<file path="config.mk">
export PLATFORM = sky130hd
export DESIGN_NAME = sfb_burst_access
export DESIGN_NICKNAME = d
export VERILOG_FILES = /design/src/core/sfb_pkg.sv /design/src/core/sfb_burst_access.sv
export VERILOG_INCLUDE_DIRS = /design/src /design/src/core
export SDC_FILE = /design/constraint.sdc
export NUM_CORES = 1
export LEC_CHECK = 0
export ABC_CLOCK_PERIOD_IN_PS = 6800
export BUFFER_PORTS_ARGS = -buffer_cell sky130_fd_sc_hd__buf_2
export CAP_MARGIN = 10
export CORE_MARGIN = 2
export CORE_UTILIZATION = 43
export CTS_CLUSTER_DIAMETER = 40
export DETAILED_ROUTE_END_ITERATION = 6
export GPL_TIMING_DRIVEN = 0
export SLEW_MARGIN = 20
export SYNTH_ARGS = -nofsm -noshare
export SYNTH_HDL_FRONTEND = slang
export SYNTH_SLANG_ARGS = --single-unit
export TNS_END_PERCENT = 50
</file>
<file path="constraint.sdc">
create_clock -name clock -period 6.8 [get_ports clock]
set_input_delay 0.34 -clock clock [delete_from_list [all_inputs] [get_ports clock]]
set_output_delay 0.34 -clock clock [all_outputs]
set_load 0.005 [all_outputs]
</file>
<file path="src/core/sfb_regs.svh">
/*
 * sfb_regs.svh: constants of the synchronous flash burst access block:
 * widths, mode encodings and reset values.
 * Assumes it is included by its bare name from a package or module.
 */
`ifndef SFB_REGS_SVH
`define SFB_REGS_SVH

// =====================================================================
// widths and write buffer depth
`define SFB_DATA_W 16
`define SFB_MASK_W 2
`define SFB_COL_W 8
`define SFB_BANK_W 2
`define SFB_WBUF_DEPTH 4

// =====================================================================
// burst length codes on burst_len_code
`define SFB_BL_1 3'h0
`define SFB_BL_2 3'h1
`define SFB_BL_4 3'h2
`define SFB_BL_8 3'h3
`define SFB_BL_PAGE 3'h7

// =====================================================================
// read latency codes and reset values
`define SFB_RL_1 2'h1
`define SFB_RL_2 2'h2
`define SFB_RL_3 2'h3
`define SFB_LEFT_RST 3'h0

`endif

</file>
<file path="src/core/sfb_pkg.sv">
/*
 * sfb_pkg: types shared by the burst access block and its bench.
 * Assumes sfb_regs.svh is on the include path.
 */
package sfb_pkg;
`include "sfb_regs.svh"

    // ==================================================================
    // command pins and address pins
    typedef struct packed {
        logic cs_n;
        logic ras_n;
        logic cas_n;
        logic we_n;
    } sfb_cmd_pins_type;

    typedef struct packed {
        logic all_bank_terminate_bit;
        logic [`SFB_BANK_W-1:0] bank_select;
        logic [`SFB_COL_W-1:0] column;
    } sfb_addr_type;

    typedef struct packed {
        logic [`SFB_BANK_W-1:0] bank;
        logic [`SFB_COL_W-1:0] column;
    } sfb_loc_type;

    // one captured write word, as it sits in the write buffer
    typedef struct packed {
        sfb_loc_type loc;
        logic [`SFB_MASK_W-1:0] mask;
        logic [`SFB_DATA_W-1:0] data;
    } sfb_wr_word_type;

    typedef struct packed {
        logic valid;
        logic [`SFB_DATA_W-1:0] data;
    } sfb_rd_stage_type;

    typedef enum logic [2:0] {
        SFB_CMD_INHIBIT,
        SFB_CMD_NOP,
        SFB_CMD_READ,
        SFB_CMD_WRITE,
        SFB_CMD_BURST_TERM,
        SFB_CMD_ACTIVE_TERM,
        SFB_CMD_OTHER
    } sfb_cmd_type;
endpackage

</file>
<file path="src/core/sfb_burst_access.sv">
/*
 * sfb_burst_access: device-side burst access logic of a synchronous
 * flash with an sdram-like command interface, plus its write buffer fifo.
 * Assumes: all inputs synchronous to clock; the array answers
 * array_rd_data combinationally for array_rd_loc_r; a program engine
 * drains the write buffer and reports prog_busy while it works.
 */
//
// Contract
// - first read word after latency, then every edge
// - data lines released when read burst ends
// - full page read wraps to column 0
// - new read follows or truncates without gaps
// - read accepted on every cycle, any bank
// - byte mask hits outputs two clocks later
// - write command forces data lines high impedance
// - byte mask on write data has zero latency
// - terminates cut read bursts, latency minus one
// - write words captured from command edge onward
// - after write burst, further input data ignored
// - write bursts 1,2,4,8 into write buffer
// - reads accepted after write is registered
// - active terminate: all banks or selected bank
// - active terminate is nop for other banks; code ends a write burst on an active terminate to any bank
// - power-down on clock gate low while idle
// - power-down left with nop and gate high
// - gate low suspends next internal edge
// - gate high resumes on following edge
// - single-write mode bit makes writes one column
// - read, write, burst terminate pin encodings
// - burst terminate hits most recent read burst
//
`timescale 1ns/10ps

// =====================================================================
// write buffer fifo
module sfb_fifo #(
    parameter int WIDTH = 8,
    parameter int DEPTH = 4
) (
    input wire logic clock,
    input wire logic rst,
    input wire logic in_valid,
    output logic in_ready,
    input wire logic [WIDTH-1:0] in_data,
    output logic out_valid,
    input wire logic out_ready,
    output logic [WIDTH-1:0] out_data
);
    localparam int PW = $clog2(DEPTH);

    logic [WIDTH-1:0] mem_r [DEPTH];
    logic [PW-1:0] wr_ptr_r;
    logic [PW-1:0] rd_ptr_r;
    logic [PW:0] count_r;
    logic full_r;
    logic empty_r;
    logic push;
    logic pop;

    assign push = in_valid && !full_r;
    assign pop = out_ready && !empty_r;
    assign in_ready = !full_r;
    assign out_valid = !empty_r;
    assign out_data = mem_r[rd_ptr_r];

    genvar gi;
    generate
        for (gi = 0; gi < DEPTH; gi++) begin : g_entry
            always_ff @(posedge clock) begin
                if (push && wr_ptr_r == PW'(gi)) begin
                    mem_r[gi] <= in_data;
                end
            end
        end
    endgenerate

    always_ff @(posedge clock) begin
        if (rst) begin
            wr_ptr_r <= '0;
            rd_ptr_r <= '0;
        end else begin
            if (push) begin
                wr_ptr_r <= (wr_ptr_r == PW'(DEPTH - 1)) ? '0 : wr_ptr_r + 1'b1;
            end
            if (pop) begin
                rd_ptr_r <= (rd_ptr_r == PW'(DEPTH - 1)) ? '0 : rd_ptr_r + 1'b1;
            end
        end
    end

    // full and empty are registered so in_ready never depends on the reader
    always_ff @(posedge clock) begin
        if (rst) begin
            count_r <= '0;
            full_r <= 1'b0;
            empty_r <= 1'b1;
        end else if (push && !pop) begin
            count_r <= count_r + 1'b1;
            full_r <= (count_r == (PW+1)'(DEPTH - 1));
            empty_r <= 1'b0;
        end else if (pop && !push) begin
            count_r <= count_r - 1'b1;
            full_r <= 1'b0;
            empty_r <= (count_r == (PW+1)'(1));
        end
    end
endmodule

// =====================================================================
// burst access top
module sfb_burst_access
    import sfb_pkg::*;
(
    input wire logic clock,
    input wire logic rst,
    input wire logic clock_gate,
    input wire sfb_cmd_pins_type cmd_pins,
    input wire sfb_addr_type addr_pins,
    input wire logic [`SFB_MASK_W-1:0] byte_mask,
    input wire logic [`SFB_DATA_W-1:0] dq_in,
    output logic [`SFB_DATA_W-1:0] dq_out_r,
    output logic [`SFB_MASK_W-1:0] dq_oe_r,
    input wire logic [1:0] read_latency,
    input wire logic [2:0] burst_len_code,
    input wire logic single_write_mode_bit,
    output sfb_loc_type array_rd_loc_r,
    input wire logic [`SFB_DATA_W-1:0] array_rd_data,
    input wire logic prog_busy,
    output sfb_wr_word_type prog_word,
    output logic prog_valid,
    input wire logic prog_ready,
    output logic write_buffer_ready,
    output logic power_down_r,
    output logic buffers_off_r,
    output logic clock_suspended_r,
    output logic read_active_r
);
    sfb_cmd_type cmd;
    logic int_en;
    logic cke_prev_r;
    logic is_read;
    logic is_write;
    logic is_bterm;
    logic is_aterm;
    logic aterm_hit;
    logic rd_cut;
    logic full_page;
    logic [2:0] len_mask;
    logic [2:0] rd_left_r;
    logic rd_issue_r;
    logic rd_burst_r;
    sfb_loc_type rd_next;
    sfb_rd_stage_type pipe_r [2];
    sfb_rd_stage_type out_sel;
    logic [`SFB_MASK_W-1:0] mask_d1_r;
    logic [`SFB_MASK_W-1:0] mask_d2_r;
    logic wr_burst_r;
    logic [2:0] wr_left_r;
    sfb_loc_type wr_loc_r;
    logic [`SFB_COL_W-1:0] wr_col_nxt;
    logic wbuf_push;
    sfb_wr_word_type wbuf_word;
    logic access_busy;

    // =================================================================
    // command decode
    always_comb begin
        if (cmd_pins.cs_n) begin
            cmd = SFB_CMD_INHIBIT;
        end else begin
            unique case ({cmd_pins.ras_n, cmd_pins.cas_n, cmd_pins.we_n})
                3'h7: cmd = SFB_CMD_NOP;
                3'h5: cmd = SFB_CMD_READ;
                3'h4: cmd = SFB_CMD_WRITE;
                3'h6: cmd = SFB_CMD_BURST_TERM;
                3'h2: cmd = SFB_CMD_ACTIVE_TERM;
                default: cmd = SFB_CMD_OTHER;
            endcase
        end
    end

    // commands count only on internal edges that are not suspended
    assign int_en = cke_prev_r;
    assign is_read = int_en && cmd == SFB_CMD_READ;
    assign is_write = int_en && cmd == SFB_CMD_WRITE;
    assign is_bterm = int_en && cmd == SFB_CMD_BURST_TERM;
    assign is_aterm = int_en && cmd == SFB_CMD_ACTIVE_TERM;
    // for a read burst, other banks see the active terminate as a no-op
    assign aterm_hit = is_aterm
        && (addr_pins.all_bank_terminate_bit
            || addr_pins.bank_select == array_rd_loc_r.bank);
    // burst terminate ignores the bank: it ends the latest read
    assign rd_cut = is_write || is_bterm || aterm_hit;

    assign full_page = burst_len_code == `SFB_BL_PAGE;

    always_comb begin
        unique case (burst_len_code)
            `SFB_BL_2: len_mask = 3'h1;
            `SFB_BL_4: len_mask = 3'h3;
            `SFB_BL_8: len_mask = 3'h7;
            default: len_mask = 3'h0;
        endcase
    end

    // =================================================================
    // clock gate, power-down and suspend
    always_ff @(posedge clock) begin
        if (rst) begin
            cke_prev_r <= 1'b1;
        end else begin
            cke_prev_r <= clock_gate;
        end
    end

    assign access_busy = rd_issue_r || pipe_r[0].valid || pipe_r[1].valid
        || (|dq_oe_r) || wr_burst_r;

    always_ff @(posedge clock) begin
        if (rst) begin
            power_down_r <= 1'b0;
        end else if (power_down_r) begin
            if (clock_gate && (cmd == SFB_CMD_NOP || cmd == SFB_CMD_INHIBIT)) begin
                power_down_r <= 1'b0;
            end
        end else if (int_en && !clock_gate && !access_busy
                && (cmd == SFB_CMD_NOP || cmd == SFB_CMD_INHIBIT)) begin
            power_down_r <= 1'b1;
        end
    end

    // buffers stay on until the program engine has finished
    always_ff @(posedge clock) begin
        if (rst) begin
            buffers_off_r <= 1'b0;
        end else begin
            buffers_off_r <= power_down_r && !prog_busy;
        end
    end

    always_ff @(posedge clock) begin
        if (rst) begin
            clock_suspended_r <= 1'b0;
        end else begin
            clock_suspended_r <= !clock_gate && access_busy;
        end
    end

    // =================================================================
    // read address generator
    always_comb begin
        rd_next.bank = array_rd_loc_r.bank;
        if (full_page) begin
            // the page counter simply rolls over to column 0
            rd_next.column = array_rd_loc_r.column + 1'b1;
        end else begin
            rd_next.column = {array_rd_loc_r.column[`SFB_COL_W-1:3],
                ((array_rd_loc_r.column[2:0] + 3'h1) & len_mask)
                | (array_rd_loc_r.column[2:0] & ~len_mask)};
        end
    end

    always_ff @(posedge clock) begin
        if (rst) begin
            array_rd_loc_r <= '0;
            rd_issue_r <= 1'b0;
            rd_burst_r <= 1'b0;
            rd_left_r <= `SFB_LEFT_RST;
        end else if (int_en) begin
            if (is_read) begin
                // a new read replaces the running one with no gap
                array_rd_loc_r.bank <= addr_pins.bank_select;
                array_rd_loc_r.column <= addr_pins.column;
                rd_issue_r <= 1'b1;
                rd_burst_r <= full_page || len_mask != 3'h0;
                rd_left_r <= len_mask;
            end else if (rd_cut) begin
                rd_issue_r <= 1'b0;
                rd_burst_r <= 1'b0;
            end else if (rd_burst_r) begin
                array_rd_loc_r <= rd_next;
                rd_issue_r <= 1'b1;
                if (!full_page) begin
                    rd_left_r <= rd_left_r - 3'h1;
                    rd_burst_r <= rd_left_r != 3'h1;
                end
            end else begin
                rd_issue_r <= 1'b0;
            end
        end
    end

    always_ff @(posedge clock) begin
        if (rst) begin
            read_active_r <= 1'b0;
        end else begin
            read_active_r <= rd_issue_r || pipe_r[0].valid || pipe_r[1].valid;
        end
    end

    // =================================================================
    // read data pipeline; depth chosen by the read latency
    always_ff @(posedge clock) begin
        if (rst) begin
            pipe_r[0] <= '0;
            pipe_r[1] <= '0;
        end else if (int_en) begin
            if (is_write) begin
                pipe_r[0].valid <= 1'b0;
                pipe_r[1].valid <= 1'b0;
            end else begin
                pipe_r[0].valid <= rd_issue_r;
                pipe_r[0].data <= array_rd_data;
                pipe_r[1] <= pipe_r[0];
            end
        end
    end

    always_comb begin
        unique case (read_latency)
            `SFB_RL_2: out_sel = pipe_r[0];
            `SFB_RL_3: out_sel = pipe_r[1];
            default: out_sel = '{valid: rd_issue_r, data: array_rd_data};
        endcase
    end

    // =================================================================
    // output mask delay: two internal edges
    always_ff @(posedge clock) begin
        if (rst) begin
            mask_d1_r <= '1;
            mask_d2_r <= '1;
        end else if (int_en) begin
            mask_d1_r <= byte_mask;
            mask_d2_r <= mask_d1_r;
        end
    end

    // =================================================================
    // data output drivers; a suspended edge keeps driven data as is
    always_ff @(posedge clock) begin
        if (rst) begin
            dq_out_r <= '0;
            dq_oe_r <= '0;
        end else if (int_en) begin
            dq_out_r <= out_sel.data;
            if (is_write) begin
                dq_oe_r <= '0;
            end else if (out_sel.valid) begin
                dq_oe_r <= ~mask_d2_r;
            end else begin
                dq_oe_r <= '0;
            end
        end
    end

    // =================================================================
    // write burst capture into the write buffer
    assign wr_col_nxt = {wr_loc_r.column[`SFB_COL_W-1:3],
        ((wr_loc_r.column[2:0] + 3'h1) & len_mask) | (wr_loc_r.column[2:0] & ~len_mask)};

    always_ff @(posedge clock) begin
        if (rst) begin
            wr_burst_r <= 1'b0;
            wr_left_r <= `SFB_LEFT_RST;
            wr_loc_r <= '0;
        end else if (int_en) begin
            if (is_write) begin
                wr_loc_r.bank <= addr_pins.bank_select;
                wr_loc_r.column <= {addr_pins.column[`SFB_COL_W-1:3],
                    (addr_pins.column[2:0] + 3'h1) & len_mask
                    | addr_pins.column[2:0] & ~len_mask};
                // single-write mode and page length both mean one column
                wr_burst_r <= !single_write_mode_bit
                    && !full_page && len_mask != 3'h0;
                wr_left_r <= len_mask - 3'h1;
            end else if (is_read || is_bterm || is_aterm) begin
                wr_burst_r <= 1'b0;
            end else if (wr_burst_r) begin
                wr_loc_r.column <= wr_col_nxt;
                wr_left_r <= wr_left_r - 3'h1;
                wr_burst_r <= wr_left_r != 3'h0;
            end
        end
    end

    // words land the same edge as the command and the mask has no delay
    always_comb begin
        wbuf_push = 1'b0;
        wbuf_word.mask = byte_mask;
        wbuf_word.data = dq_in;
        wbuf_word.loc.bank = addr_pins.bank_select;
        wbuf_word.loc.column = addr_pins.column;
        if (is_write) begin
            wbuf_push = byte_mask != '1;
        end else if (wr_burst_r && int_en && !(is_read || is_bterm || is_aterm)) begin
            wbuf_push = byte_mask != '1;
            wbuf_word.loc = wr_loc_r;
        end
    end

    // a full buffer drops the word: the controller must watch its ready
    sfb_fifo #(
        .WIDTH($bits(sfb_wr_word_type)),
        .DEPTH(`SFB_WBUF_DEPTH)
    ) u_wbuf (
        .clock(clock),
        .rst(rst),
        .in_valid(wbuf_push),
        .in_ready(write_buffer_ready),
        .in_data(wbuf_word),
        .out_valid(prog_valid),
        .out_ready(prog_ready),
        .out_data(prog_word)
    );
endmodule

</file>
; Yosys cells after proc, flatten, opt, wreduce, memory -nomap -nowiden
; Memory sizes are Yosys's and may differ from the RTL's. A register that Yosys moved wholly into a read port is not among the register bits.
; Cells that the tools add are included.
[word_totals]
regBits = 65
ramBits = 146
inputBits = 60
output_inout_bits = 62
word_cells = 225
mem_count = 2
[memory_table]
columns = name, depth, word_bits, read_ports, rd_ports_with_merged_regs, wr, line_no
row1 = u_wbuf.mem_r, 4, 28, 1, 1, 1, sfb_burst_access.sv:52  ; logic [WIDTH-1:0] mem_r [DEPTH];
row2 = pipe_r, 2, 17, 2, 0, 2, sfb_burst_access.sv:154  ; sfb_rd_stage_type pipe_r [2];
[op_classes]
addsub = 11
eq_ne = 28
n_mux = 80
bitwise = 17
reduce_logical = 62
[ops]
columns = cell, n
row1 = $mux W28, 3
row2 = $reduce_or A28 Y1, 3
row3 = $mux W1, 44
row4 = $mux W3, 12
row5 = $pmux W17 S2, 1
row6 = $mux W16, 2
row7 = $mux W8, 4
row8 = $mux W10, 3
row9 = $logic_and A1 B1 Y1, 23
row10 = $eq A3 B3 Y1 const B, 7
row11 = $and A3 B3 Y3, 6
row12 = $eq A3 B2 Y1 const B, 6
row13 = $mux W2, 9
row14 = $pmux W3 S5, 1
row15 = $add A3 B1 Y3 const B, 4
row16 = $sub A3 B1 Y3 const B, 4
row17 = $logic_or A1 B1 Y1, 11
row18 = $eq A2 B2 Y1 const B, 5
row19 = $logic_not A1 Y1, 10
row20 = $eq A3 B1 Y1 const B, 3
row21 = $or A3 B3 Y3, 3
row22 = $pmux W3 S3, 1
row23 = $add A8 B1 Y8 const B, 1
row24 = $ne A2 B2 Y1 const B, 4
row25 = other kinds (15), 28

; Longest topological paths before layout
[logic_depth]
ltp_word = 19
mapped_depth = 10
ltp_nobuf = 8

; Cells and area by module
; Synthesis repeated with hierarchy kept, for this count alone.
[hier_totals]
hier_cells = 665
hier_area_um2 = 9058.7
[by_module_without_submodules]
columns = module, instances, cells_per_inst, area_per_inst_um2, seq_area_each_um2
row1 = sfb_fifo, 1, 216, 4702.0, 3583.4
row2 = sfb_burst_access, 1, 449, 4356.7, 2142.1

; Worst setup path before layout
; OpenSTA, ideal clock, no wires.
[synth_path]
kind = input -> register
startpoint = input port cmd_pins[3] (netlist name)
endpoint = memory u_wbuf.mem_r[0][0] (netlist name), enable pin
setup_ps = 387
t_arrival_ps = 2112
required_ps = 6413
slack_ps = 4301
cell_stages = 6
path_buffers = 2
cell_sequence = buf_6 or3b_2 a21oi_1 o211a_1 buf_2 and2_1
[synth_via]
elab_chain_cells = 17
elab_cells_between_ends = 37
classes_between = 4 x eq/ne / 17 x mux / 16 x reduce/logical
[synth_lines]
columns = item, line_no
row1 = start: declaration, sfb_burst_access.sv:118  ; input wire sfb_cmd_pins_type cmd_pins,
row2 = $mux W3 *, sfb_burst_access.sv:169  ; if (cmd_pins.cs_n) begin
row3 = $eq A3 B2 Y1 / $eq A3 B3 Y1 (equally long branches), "sfb_burst_access.sv:185, sfb_burst_access.sv:187"
row4 = "$logic_and A1 B1 Y1, on equally long branches", "sfb_burst_access.sv:185, sfb_burst_access.sv:187"
row5 = $logic_or A1 B1 Y1 (2 in series), sfb_burst_access.sv:397  ; end else if (wr_burst_r && int_en && !(is_read || is_bterm || is_aterm)) begin
row6 = $logic_not A1 Y1, sfb_burst_access.sv:397
row7 = $logic_and A1 B1 Y1, sfb_burst_access.sv:397
row8 = $mux W1, sfb_burst_access.sv:397
row9 = $mux W1 *, sfb_burst_access.sv:395  ; if (is_write) begin
row10 = $logic_and A1 B1 Y1 *, sfb_burst_access.sv:61  ; assign push = in_valid && !full_r;
row11 = via u_wbuf.push, sfb_burst_access.sv:58  ; logic push;
row12 = $logic_and A1 B1 Y1, sfb_burst_access.sv:71  ; if (push && wr_ptr_r == PW'(gi)) begin
row13 = $mux W1, sfb_burst_access.sv:71
row14 = $mux W1 (not written as such), sfb_burst_access.sv:72  ; mem_r[gi] <= in_data;
row15 = $reduce_or A28 Y1 (no source line), n/a
row16 = $mux W2 (no source line) / $mux W1 (equally long branches) (3 in series), n/a
row17 = end: declaration, sfb_burst_access.sv:52
; The timed path passes the listed nets; every way through them passes the cells marked *.

==> reports/metrics.yaml <==
synth_area_leaders: "edfxtp_1 49%, dfxtp_1 15%, mux4_2 7.0%"
clkLatencyLatePin_ps: 550
drcViolationCount: 0
grt_pass1_wl_mm: 31.65
synth_top_family_by_area: "multiplexers"
hp-class: "in2reg"
maxSlewViolCount: 0
ys_seq_area_frac: 0.6376
coreArea_sq_um: 20360
multiInputGateArea_sq_um: 3043
num_rows: 52
dieWidth_microns: 148.5
required_ps: 6460
finalNetCount: 893
cp-start-kind: "flop"
instances_no_fill: 1111
grt_use_total: 0.1820
cts_buffer_depth: 3
wl_met1_mm: 8.769
wire_per_inst_microns: 18.00
finalHoldViolCount: 0
fin_skew_ps: 13.81
synth-async-reset-ratio: 0
ant_nets: 0
cts_root_buf: "clkbuf_16"
worstSetupPathType: "reg2out"
routed_via_density: 5.222
syn_avg_cell_area_sq_um: 13.88
dieArea_sq_um: 22060
cts_sinks: 213
finalSetupTns_ps: 0
final-seq-area_sq_um: 5725
synthXorXnorAreaFrac: 0.01658
synth-compound-area-share: 0.07482
pin_count: 122
dp_hpwl_mm: 13.50
routed_wl_mm: 19.99
met3WireLength_mm: 1.195
syn_inst: 647
dp_cells: 1038
area_growth_pct: 24.77
topRoutingLayerUsed: "met4"
period_needed_ps: 2767
ys_types: 53
overflow: 0
power_per_cell_area_nw_per_um2: 286.2
antenna_found_initial: 0
synth_seq_cells: 213
final_core_util: 0.5502
rsz0062_at_grt: "false"
fmax_mhz: 361.4
crit_arrival_ps: 2430
worst_pin_slew_ps: 620.4
die_y_microns: 148.5
critPathMaxFanout: 10
path_clk_slew_ps: 50
drv_cap: 0
vias: 5802
synth_top_cell_area_share: 0.4882
vdd_ir_drop_max_uv: 181.9
fin_crit_sh: 0.4069
synthMuxAreaShare: 0.1173
cts_tree: "built"
layout.cells.most_common_list: "146 x edfxtp_1, 123 x buf_2, 73 x nor2_1"
ys_warn_count: 0
synthSimpleGateAreaFrac: 0.1056
synth_edf_count: 146
leakagePower_nw: 4.269
grt_pass1_vias: 5975
wl_met2_mm: 9.677
initial_utilization: 0.4410
grt_max_degree: 33
setup_viol: 0
layout_commonest_cell: "edfxtp_1"
relSlewSlack: 0.5864
routabilityCongestion: 0.8172
status: "completed"
rrSetupSlack_ps: 4490
yosys.area_share.adder: 0.02369
htree_num_levels: 1
synth_fp_nets: 724
first_iter_violations: 290
n_fill_cell: 1713
drive_gt1_frac: 0.2794
synth_area_sq_um: 8980
synth_top_area_cell: "edfxtp_1"
num_antenna_cells: 0
cts-buffers-inserted: 31
port_buffers: 116
drtPass1Iterations: 4
synth_top_flop_cell: "edfxtp_1"
cp-end-kind: "output pin"
==> what timing repair did <==
| action | 4_1_cts | 5_1_grt |
|---|---|---|
| gates resized for setup | 0 | 0 |
| setup buffers | 0 | 0 |
| hold buffers | 15 | 0 |
| endpoints found under the hold margin | 48 | 0 |
==> cell families (layout without fill, tap and decap cells) <==
| kind of cell | count (synthesis) | count (layout) |
|---|---|---|
| buf+inv | 50 | 244 |
| mux | 69 | 69 |
| flops | 213 | 213 |
| compound gates | 99 | 99 |
| fa+ha+maj | 17 | 17 |
| simple gates | 182 | 182 |
| xor+xnor | 17 | 17 |
==> through the flow <==
stage / cell area (sq um) / setup slack, ps / power (mW) / hold slack (ps)
after CTS: 11200 / 3954 / 3.242 / 3.364
after global routing: 11200 / 3856 / 3.323 / 9.843
after global placement: 9898 / 3688 / 1.642 / 444.3
final: 11200 / 4033 / 3.207 / 20.15
after detailed placement: 10020 / 4339 / 1.651 / 443.8
after floorplan: 8980 / 4301 / 1.571 / 415.6
==> state kept, by name, indices dropped and copies added, names as in the netlist, 2 cells and up, named ones only <==
name             count
dq_oe_r              2
mask_d2_r            2
wr_left_r            3
u_wbuf.mem_r       112
pipe_r              34
wr_col_nxt           5
array_rd_loc_r       8
u_wbuf.wr_ptr_r      2
wr_loc_r             3
u_wbuf.count_r       3
rd_left_r            3
u_wbuf.rd_ptr_r      2
mask_d1_r            2
dq_out_r            16
==> routing by layer <==
layer,track usage,vias up
li1,-,2764
met1,0.2372,2835
met2,0.3123,171
met3,0.03558,32
met4,0.05000,0
met5,0,-
==> synthesized netlist by cell type (all sizes together), types with 3 or more instances <==
| cell type | count |
|---|---|
| mux2i | 31 |
| a211oi | 35 |
| nor2b | 10 |
| a211o | 4 |
| o21ai | 10 |
| xnor2 | 13 |
| nand4 | 5 |
| ha | 17 |
| o31ai | 3 |
| mux4 | 28 |
| inv | 13 |
| xor2 | 4 |
| edfxtp | 146 |
| nor3 | 6 |
| and2 | 39 |
| nand2 | 19 |
| mux2 | 10 |
| or2 | 3 |
| nor2 | 73 |
| dfxtp | 67 |
| a21oi | 37 |
| nand2b | 7 |
| nor3b | 3 |
| nand3 | 3 |
| buf | 13 |
| clkbuf | 24 |
==> power by group <==
part / internal [mW] / switching (mW)
Clock: 1.00 / 0.571
Combinational: 0.0861 / 0.107
Sequential: 1.42 / 0.0177
==> worst max-delay path, stage by stage, from the launching register on <==
cell and delay (ps):
dfxtp_1 300, clkbuf_1 470, clkbuf_1 540, mux4_2 420, buf_2 150
==> cell type report <==
cell class | count | share of cell area
Buffer | 37 | 0.01519
Clock buffer | 40 | 0.07314
Clock inverter | 18 | 0.01910
Inverter | 13 | 0.004355
Multi-Input combinational cell | 384 | 0.2716
Sequential cell | 213 | 0.5110
Tap cell | 270 | 0.03015
Timing Repair Buffer | 136 | 0.07549
==> final timing paths <==
check | startpoint | endpoint | cells past startpoint
setup / recovery | flop | prog_word[20] | 4
hold reg to reg | mask_d1_r[0]$_SDFFE_PP1P_ | mask_d2_r[0]$_SDFFE_PP1P_ | 1
setup reg to reg | cke_prev_r$_SDFF_PP1_ | wr_left_r[2]$_SDFFE_PP0P_ | 8
hold / removal | dq_in[7] | u_wbuf.mem_r[2][7]$_DFFE_PP_ | 1
(Power assumes the default switching activity.)
